### config.mk
export PLATFORM = sky130hd
export DESIGN_NAME = epp_port
export DESIGN_NICKNAME = d
export VERILOG_FILES = /design/src/core/epp_pkg.sv /design/src/core/epp_port.sv
export SDC_FILE = /design/constraint.sdc
export NUM_CORES = 1
export LEC_CHECK = 0
export BUFFER_PORTS_ARGS = -buffer_cell sky130_fd_sc_hd__buf_2
export CORE_UTILIZATION = 50
export DETAILED_ROUTE_END_ITERATION = 8
export MAX_ROUTING_LAYER = met4
export PLACE_DENSITY = 0.75
export SYNTH_ARGS = -nofsm -noshare
export SYNTH_HDL_FRONTEND = slang
export SYNTH_SLANG_ARGS = --single-unit
### constraint.sdc
create_clock -name clk -period 27.7 [get_ports clk]
set_input_delay 2.77 -clock clk [delete_from_list [all_inputs] [get_ports clk]]
set_output_delay 2.77 -clock clk [all_outputs]
set_load 0.02 [all_outputs]
### src/core/epp_pkg.sv
// Package for the EEPROM serial programming port
// Notes on behaviour
// - The device enters programming mode when the clock pin has been high for the setup interval and the data pin then rises.
// - On mode entry the device bulk-erases the whole map to zero before taking any data.
// - One programming cycle carries 288 bits in a single serial stream, all stored internally.
// - Bits arrive 16 per word, least significant first, clocked by the clock pin and carried on the data pin.
// - After each word the device writes it internally for at least the word write time and the programmer pauses; the write stretches while the buffer is full.
// - When a word write completes the device drives acknowledge pulses, high for ack_high_time and low for ack_low_time.
// - Acknowledge pulses continue until the programmer drives the clock pin low, which ends that word's acknowledge.
// - Exactly one verify read-back is allowed, only right after a programming cycle; later attempts are refused.
// - During verify the programmer clocks the clock pin and the device shows the map bit by bit, least significant first.
// - A verify request not preceded by programming is rejected.
package epp_pkg;
  localparam int WORD_BITS = 16;
  localparam int WORD_COUNT = 18;
  localparam int MAP_BITS = 288;
  localparam int CLK_MHZ = 100;
  // Times in microseconds
  localparam int SETUP_TIME_US = 2000;
  localparam int ERASE_TIME_US = 4000;
  localparam int WRITE_TIME_US = 50000;
  localparam int ACK_HIGH_TIME_US = 800;
  localparam int ACK_LOW_TIME_US = 800;
  localparam int SETUP_CYCLES = SETUP_TIME_US * CLK_MHZ;
  localparam int ERASE_CYCLES = ERASE_TIME_US * CLK_MHZ;
  localparam int WRITE_CYCLES = WRITE_TIME_US * CLK_MHZ;
  localparam int ACK_HIGH_CYCLES = ACK_HIGH_TIME_US * CLK_MHZ;
  localparam int ACK_LOW_CYCLES = ACK_LOW_TIME_US * CLK_MHZ;
  localparam int CNT_W = 24;
  localparam int BIT_IDX_W = 4;
  localparam int WORD_IDX_W = 5;
  localparam int MAP_IDX_W = 9;

  typedef enum logic [2:0] {
    ST_IDLE,
    ST_ERASE,
    ST_SHIFT,
    ST_WRITE,
    ST_ACK,
    ST_ARMED,
    ST_VERIFY
  } epp_state_type;

  // Pin group for the data pin
  typedef struct packed {
    logic data_out;
    logic data_oe;
  } epp_pin_type;

  // Buffer entry: one word and its index
  typedef struct packed {
    logic [WORD_IDX_W-1:0] idx;
    logic [WORD_BITS-1:0] word;
  } epp_entry_type;
endpackage : epp_pkg

### src/core/epp_port.sv
// Serial programming and verify port of the configuration EEPROM
`timescale 1ns/1ps
module epp_port #(
  parameter int SETUP_CYC = epp_pkg::SETUP_CYCLES,
  parameter int ERASE_CYC = epp_pkg::ERASE_CYCLES,
  parameter int WRITE_CYC = epp_pkg::WRITE_CYCLES,
  parameter int ACK_HIGH_CYC = epp_pkg::ACK_HIGH_CYCLES,
  parameter int ACK_LOW_CYC = epp_pkg::ACK_LOW_CYCLES
) (
  // Clock and reset
  input wire logic clk,
  input wire logic rst,
  input wire logic clk_en,
  // Programming pins
  input wire logic prog_clock_pin,
  input wire logic data_in,
  output epp_pkg::epp_pin_type data_pin,
  // Memory view
  output logic [epp_pkg::MAP_BITS-1:0] map_out,
  output logic prog_active,
  output logic map_written,
  output logic verify_used,
  // Stored-word stream
  output logic word_valid,
  input wire logic word_ready,
  output epp_pkg::epp_entry_type word_data
);
  localparam int BUF_DEPTH = 2;

  typedef struct packed {
    logic [1:0] sclk_sync;
    logic [1:0] sdat_sync;
    logic sclk_d;
    epp_pkg::epp_state_type st;
    logic [epp_pkg::CNT_W-1:0] cnt;
    logic [epp_pkg::BIT_IDX_W-1:0] bit_idx;
    logic [epp_pkg::WORD_IDX_W-1:0] word_idx;
    logic [epp_pkg::MAP_IDX_W-1:0] rd_idx;
    logic [epp_pkg::WORD_BITS-1:0] shreg;
    logic [epp_pkg::MAP_BITS-1:0] mem;
    logic programmed;
    logic used;
    logic ack_level;
    epp_pkg::epp_pin_type pin;
    epp_pkg::epp_entry_type [BUF_DEPTH-1:0] buf_q;
    logic [1:0] buf_cnt;
  } epp_regs_type;

  epp_regs_type r_reg;
  epp_regs_type r_next;

  logic sclk;
  logic sdat;
  logic sclk_rise;
  logic sclk_fall;
  logic push;
  logic pop;
  epp_pkg::epp_entry_type push_entry;

  assign sclk = r_reg.sclk_sync[1];
  assign sdat = r_reg.sdat_sync[1];
  assign sclk_rise = sclk & ~r_reg.sclk_d;
  assign sclk_fall = ~sclk & r_reg.sclk_d;
  assign word_valid = (r_reg.buf_cnt != 2'h0);
  assign pop = word_valid & word_ready;

  ////////////////////////////////////////////////////////////////////////////
  always_comb begin
    r_next = r_reg;
    push = 1'b0;
    push_entry = '{idx: r_reg.word_idx, word: r_reg.shreg};
    // Only the second stage is read downstream
    r_next.sclk_sync = {r_reg.sclk_sync[0], prog_clock_pin};
    r_next.sdat_sync = {r_reg.sdat_sync[0], data_in};
    r_next.sclk_d = sclk;
    case (r_reg.st)
      epp_pkg::ST_IDLE, epp_pkg::ST_ARMED: begin
        r_next.pin = '0;
        if (r_reg.st == epp_pkg::ST_ARMED && !r_reg.used && sclk_rise) begin
          // Tested first: the verify clock rises with data low, like an entry start.
          // Limitation: once armed, the next clock rise always starts the verify.
          r_next.st = epp_pkg::ST_VERIFY;
          r_next.used = 1'b1;
          r_next.rd_idx = '0;
          r_next.pin = '{data_out: r_reg.mem[0], data_oe: 1'b1};
          r_next.cnt = '0;
        end else if (sclk && !sdat) begin
          if (r_reg.cnt < epp_pkg::CNT_W'(SETUP_CYC)) begin
            r_next.cnt = r_reg.cnt + 1'b1;
          end
        end else if (sclk && sdat && r_reg.cnt >= epp_pkg::CNT_W'(SETUP_CYC)) begin
          r_next.st = epp_pkg::ST_ERASE;
          r_next.cnt = '0;
          r_next.mem = '0;
          r_next.programmed = 1'b0;
          r_next.used = 1'b0;
        end else begin
          r_next.cnt = '0;
        end
      end
      epp_pkg::ST_ERASE: begin
        // Bits clocked during the erase are dropped; the programmer must wait
        if (r_reg.cnt >= epp_pkg::CNT_W'(ERASE_CYC - 1)) begin
          r_next.st = epp_pkg::ST_SHIFT;
          r_next.cnt = '0;
          r_next.bit_idx = '0;
          r_next.word_idx = '0;
        end else begin
          r_next.cnt = r_reg.cnt + 1'b1;
        end
      end
      epp_pkg::ST_SHIFT: begin
        if (sclk_fall) begin
          r_next.shreg = {sdat, r_reg.shreg[epp_pkg::WORD_BITS-1:1]};
          r_next.bit_idx = r_reg.bit_idx + 1'b1;
          if (r_reg.bit_idx == epp_pkg::BIT_IDX_W'(epp_pkg::WORD_BITS - 1)) begin
            r_next.st = epp_pkg::ST_WRITE;
            r_next.cnt = '0;
          end
        end
      end
      epp_pkg::ST_WRITE: begin
        if (r_reg.cnt >= epp_pkg::CNT_W'(WRITE_CYC - 1) && r_reg.buf_cnt != 2'(BUF_DEPTH)) begin
          r_next.mem[r_reg.word_idx * epp_pkg::WORD_BITS +: epp_pkg::WORD_BITS] = r_reg.shreg;
          push = 1'b1;
          r_next.st = epp_pkg::ST_ACK;
          r_next.cnt = '0;
          r_next.ack_level = 1'b1;
          r_next.pin = '{data_out: 1'b1, data_oe: 1'b1};
        end else if (r_reg.buf_cnt != 2'(BUF_DEPTH)) begin
          // Write time stretches while the buffer is full
          r_next.cnt = r_reg.cnt + 1'b1;
        end
      end
      epp_pkg::ST_ACK: begin
        if (!sclk) begin
          r_next.pin = '0;
          r_next.bit_idx = '0;
          r_next.word_idx = r_reg.word_idx + 1'b1;
          if (r_reg.word_idx == epp_pkg::WORD_IDX_W'(epp_pkg::WORD_COUNT - 1)) begin
            r_next.st = epp_pkg::ST_ARMED;
            r_next.programmed = 1'b1;
            r_next.cnt = '0;
          end else begin
            r_next.st = epp_pkg::ST_SHIFT;
          end
        end else if (r_reg.ack_level && r_reg.cnt >= epp_pkg::CNT_W'(ACK_HIGH_CYC - 1)) begin
          r_next.ack_level = 1'b0;
          r_next.pin.data_out = 1'b0;
          r_next.cnt = '0;
        end else if (!r_reg.ack_level && r_reg.cnt >= epp_pkg::CNT_W'(ACK_LOW_CYC - 1)) begin
          r_next.ack_level = 1'b1;
          r_next.pin.data_out = 1'b1;
          r_next.cnt = '0;
        end else begin
          r_next.cnt = r_reg.cnt + 1'b1;
        end
      end
      epp_pkg::ST_VERIFY: begin
        if (sclk_rise) begin
          if (r_reg.rd_idx == epp_pkg::MAP_IDX_W'(epp_pkg::MAP_BITS - 1)) begin
            r_next.st = epp_pkg::ST_IDLE;
            r_next.pin = '0;
          end else begin
            r_next.rd_idx = r_reg.rd_idx + 1'b1;
            r_next.pin.data_out = r_reg.mem[r_reg.rd_idx + 1'b1];
          end
        end
      end
      default: begin
        r_next.st = epp_pkg::ST_IDLE;
      end
    endcase
    // Two-entry buffer of stored words
    if (pop) begin
      r_next.buf_q[0] = r_reg.buf_q[1];
    end
    if (push) begin
      r_next.buf_q[r_reg.buf_cnt - (pop ? 2'h1 : 2'h0)] = push_entry;
    end
    r_next.buf_cnt = r_reg.buf_cnt + (push ? 2'h1 : 2'h0) - (pop ? 2'h1 : 2'h0);
  end

  ////////////////////////////////////////////////////////////////////////////
  always_ff @(posedge clk or posedge rst) begin
    if (rst) begin
      r_reg <= '0;
    end else if (clk_en) begin
      r_reg <= r_next;
    end
  end

  assign data_pin = r_reg.pin;
  assign map_out = r_reg.mem;
  assign prog_active = (r_reg.st != epp_pkg::ST_IDLE) && (r_reg.st != epp_pkg::ST_ARMED);
  assign map_written = r_reg.programmed;
  assign verify_used = r_reg.used;
  assign word_data = r_reg.buf_q[0];
endmodule : epp_port

* Word-level counts from Yosys, hierarchy flattened
Cells that the tools add are included.
** Word-level totals
- Bits in registers :: 403
- Input port bits :: 6
- Output and inout port bits :: 315
- Logic and storage cells :: 178
** Operators by class
- Add/subtract/negate cells :: 8
- $lt $le $gt $ge :: 8
- Eq/ne operators :: 33
- Shift-type cells :: 2
- Muxes and demuxes :: 63
- Bitwise operators :: 5
- Reduce and logical (&&, ||, !) cells :: 39
** Operators by type and width (number)
- $mux W290 :: 2
- $pmux W288 S2 :: 1
- $mux W289 :: 1
- $bwmux W288 :: 1
- $mux W288 :: 1
- $shift A16 B34 Y288 const A :: 1
- $shiftx A16 B34 Y288 :: 1
- $mux W24 :: 9
- $pmux W24 S5 :: 1
- $mux W21 :: 3
- $mux W27 :: 2
- $mux W9 :: 5
- $bwmux W42 :: 1
- $neg A9 Y34 :: 1
- $ne A2 B2 Y1 const B :: 16
- $mux W31 :: 1
- $mux W3 :: 9
- $add A24 B1 Y24 const B :: 1
- $ge A24 B17 Y1 const B :: 1
- $ge A24 B18 Y1 const B :: 1
- $ge A24 B19 Y1 const B :: 1
- $ge A24 B23 Y1 const B :: 1
- $lt A24 B18 Y1 const B :: 1
- $demux W21 S1 :: 1
- 43 further kinds :: 95

* Logic depth before layout (Yosys ltp)
- Depth in word-level cells :: 10
- Mapped depth :: 14
- Depth with buffers taken out :: 11

* Worst setup path after synthesis
Ideal clock, no wire load.
- Path type :: input -> register
- Start point :: input word_ready
- End point :: register r_reg (netlist bit word_data[0])
- Setup time :: 0.077 ns
- Arrival time :: 4.300 ns
- Required time :: 27.623 ns
- Path slack :: 23.322 ns
- Stages :: 10
- Path buffers :: 2
- Path through :: nand2_1 inv_1 ha_1 xor2_1 or3b_2 clkbuf_1 a21boi_1 buf_4 nor2_1 a21oi_1
** Between the ends
- Longest elaborated chain between the ends :: 9
- Elaborated cells between the ends (all ways) :: 11
- Those cells by class :: add/sub (1); order compare (2); mux (6); bitwise (1); reduce/logical (1)
** Ends and longest elaborated chain
- start: declaration :: line epp_port.sv:25 : input wire logic word_ready,
- $and A1 B1 Y1 (*) :: line epp_port.sv:65 : assign pop = word_valid & word_ready;
- $mux W1 :: line epp_port.sv:179 : r_next.buf_q[r_reg.buf_cnt - (pop ? 2'h1 : 2'h0)] = push_entry;
- $sub A2 B2 Y2 :: line epp_port.sv:179
- $ge A2 B1 Y1 (implied by the code) or $lt A2 B2 Y1 (tied branches) :: line epp_port.sv:179
- $logic_and A1 B1 Y1 (implied by the code) :: line epp_port.sv:179
- $mux W21 :: line epp_port.sv:179
- $demux W21 S1 :: line epp_port.sv:179
- $bwmux W42 :: line epp_port.sv:179
- $mux W21 (*) :: line epp_port.sv:178 : if (push) begin
- end signal: assignment :: line epp_port.sv:189 : r_reg <= r_next;
- end: declaration :: line epp_port.sv:49 : epp_regs_type r_reg;
Mark *: on every way between the ends. The rest lies on a longest branch, timed or not.
A chain may end at the register's enable or synchronous reset.

* Worst setup path after layout
- Start point :: input clk_en
- End point :: register r_reg (netlist bit map_out[208])
** Between the ends
- Longest elaborated chain between the ends :: 1
** Ends and longest elaborated chain
- start: declaration :: line epp_port.sv:13 : input wire logic clk_en,
- $reduce_and A6 Y1 (no source line)
Every way passes these cells.

==> flow_summary.json <==
{
  "synth.avg_cell_area_sq_um": 10.4,
  "first_pass_iters": 5,
  "grt_pass1_vias": 16200,
  "slew_violations": 0,
  "worst_ir_drop_vdd_mv": 0.0535,
  "n_fill_cell": 3778,
  "status": "finished clean",
  "slew_headroom_pct": 15.3,
  "ys_seq_elements": 403,
  "cts_tree": "done",
  "die_w_um": 211,
  "rows": 76,
  "crit_path_end": "map_out[208]$_DFFE_PP0P_",
  "crit_start": "clk_en",
  "power.leakage_nw": 10.8,
  "start_util_pct": 50.6,
  "grt_max_degree": 135,
  "drtIter0Drc": 2082,
  "io_pins": 321,
  "area_growth_pct": 4.87,
  "nets": 2058,
  "yosysWarnings": 0,
  "port_buffers": 320,
  "cts_resized": 0,
  "slowest_delay_ns": 0.79,
  "hp-start": "r_reg[46]$_DFFE_PP0P_",
  "holdBufCountCts": 0,
  "dp_hpwl_mm": 47.9,
  "core-area_sq_mm": 0.0431,
  "synthesis.instances": 2104,
  "cp-start-kind": "input port",
  "antenna_found_initial": 0,
  "rsz0062_at_grt": "no",
  "cts.clk_slew.worst_paths_ns": 0.06,
  "clockBufferDepth": 3,
  "tightest_slew_ns": 1.26,
  "mostFrequentLayoutCell": "dfrtp_1",
  "r2r_start": "push_entry[16]$_DFFE_PP0P_",
  "drive_gt1_share_pct": 27.0,
  "worst-r2r-setup-slack_ns": 23.26,
  "grt_overflow_total": 0,
  "largest_reg_flops": 288,
  "postRouteAntennaNets": 0,
  "fin_ws_ns": 22.79,
  "end_kind": "flip-flop",
  "setup_violations": 0,
  "fin_crit_sh_pct": 17.7,
  "holdWs_ns": 0.492,
  "dominantRegCellSynth": "dfrtp_1",
  "fin_setup_tns_ns": 0,
  "drc": 0,
  "via_per_inst": 6.37,
  "maxCapViolCount": 0,
  "crit_path_top_delay_cell": "nor3_2",
  "reg2reg_depth": 10,
  "die_area_sq_mm": 0.0444,
  "fin_skew_ns": 0.0275,
  "critPathMaxFanout": 41,
  "wire_per_inst_um": 26.0,
  "holdCritPathClass": "flip-flop to flip-flop",
  "required_ns": 28.20,
  "mostFrequentLayoutCells": "dfrtp_1, buf_2, nand2_1",
  "htree_levels": 2,
  "cts_buffers": 43,
  "async_flop_share_pct": 100,
  "ys_seq_area_share_pct": 46.3,
  "path_cells": "buf_2, nand2_1, a211oi_4, buf_4, nand2_4, nor3_2, a22o_1",
  "syn_area_sq_mm": 0.0218,
  "hold_viol_final": 0,
  "fmax_mhz": 204,
  "r2r-end": "map_out[261]$_DFFE_PP0P_",
  "num_vias": 16900,
  "root_buffer": "clkbuf_16",
  "grt_use_total_pct": 32.1,
  "clock_latency_ns": 0.59,
  "syn-num-nets": 2121,
  "min_period_ns": 4.91,
  "grt_pass1_wl_mm": 103,
  "place_ws_ns": 22.20,
  "drt_wl_total_mm": 69.2,
  "synth_edf_count": 0,
  "die_y_um": 211,
  "cts_setup_buffers": 0,
  "p_per_area_mw_per_mm2": 70.4,
  "crit_type": "input port to flip-flop",
  "clock-sinks": 403,
  "globalplace.congestion": 0.990,
  "cp.arrival_ns": 5.41,
  "synth.distinct_cells": 79
}
Yosys cell counts (35+ instances only):
library cell / n / area (sq um)
mux4_2: 54 / 1220
nand3_1: 43 / 215
a21oi_1: 35 / 175
buf_2: 49 / 245
mux2_2: 44 / 495
dfrtp_1: 403 / 10100
buf_4: 324 / 2430
o21ai_0: 130 / 651
a22o_1: 179 / 1570
nor2_1: 77 / 289
clkbuf_1: 74 / 278
o31ai_1: 46 / 345
nand2_1: 291 / 1090
metrics by stage:
stage | cells | utilization [%] | cell area, sq um | total power, mW
after floorplan | 2104 | - | 21800 | 0.908
after global placement | 2581 | 49.7 | 21400 | 1.00
after detailed placement | 2581 | 49.7 | 21400 | 1.01
after CTS | 2657 | 53.1 | 22900 | 1.60
after global routing | 2657 | 53.1 | 22900 | 1.66
final | 2658 | 53.1 | 22900 | 1.61
worst min path at each step:
stage	cells after the start	to	slack (ns)
global route	1	r_reg[46]$_DFFE_PP0P_	0.50
finish	1	r_reg[46]$_DFFE_PP0P_	0.49
detailed placement	1	r_reg[46]$_DFFE_PP0P_	0.47
floorplan	1	r_reg[46]$_DFFE_PP0P_	0.45
global placement	1	r_reg[46]$_DFFE_PP0P_	0.47
CTS	1	r_reg[46]$_DFFE_PP0P_	0.48
routing by layer:
layer	global-route usage [%]	vias to the layer above	routed length (um)	part of all wire, %
li1	-	7123	-	-
met1	42.2	8559	27200	39
met2	47.6	1060	31600	46
met3	6.96	195	7250	10
met4	15.0	0	3150	4.5
met5	-	-	0	0
power by group:
group	total, mW	internal, mW	switching [mW]
clock network	0.594	0.347	0.247
logic	0.334	0.0914	0.242
registers	0.682	0.622	0.0595
total	1.61	1.06	0.549
critical path, delay by kind of cell:
kind	cells	cell delay, ns
AO/OA/AOI/OAI	2	0.44
AND/OR/NAND/NOR	3	1.23
buffers and inverters	2	0.95
layout make-up:
type	instances	area, sq um	share of cell area (%)
flip-flops and latches	403	10100	44.1
multi-input cells	1226	8700	38.0
repair buffers	351	1830	8.02
clock buffers	63	1270	5.57
well taps	585	732	3.20
clock inverters	13	164	0.717
inverters	16	67.6	0.296
diodes	1	2.50	0.0109
cell families after synthesis:
kind of cell             count (synthesis)  share of synthesized area (%)
AO/OA/AOI/OAI                          499                           16.4
XOR/XNOR                                25                           1.13
adder cells (fa/ha/maj)                 11                          0.631
buffers and inverters                  475                           14.1
flip-flops                             403                           46.3
multiplexers                           128                           9.23
AND/OR/NAND/NOR                        563                           12.2
(Power assumes the default switching activity.)
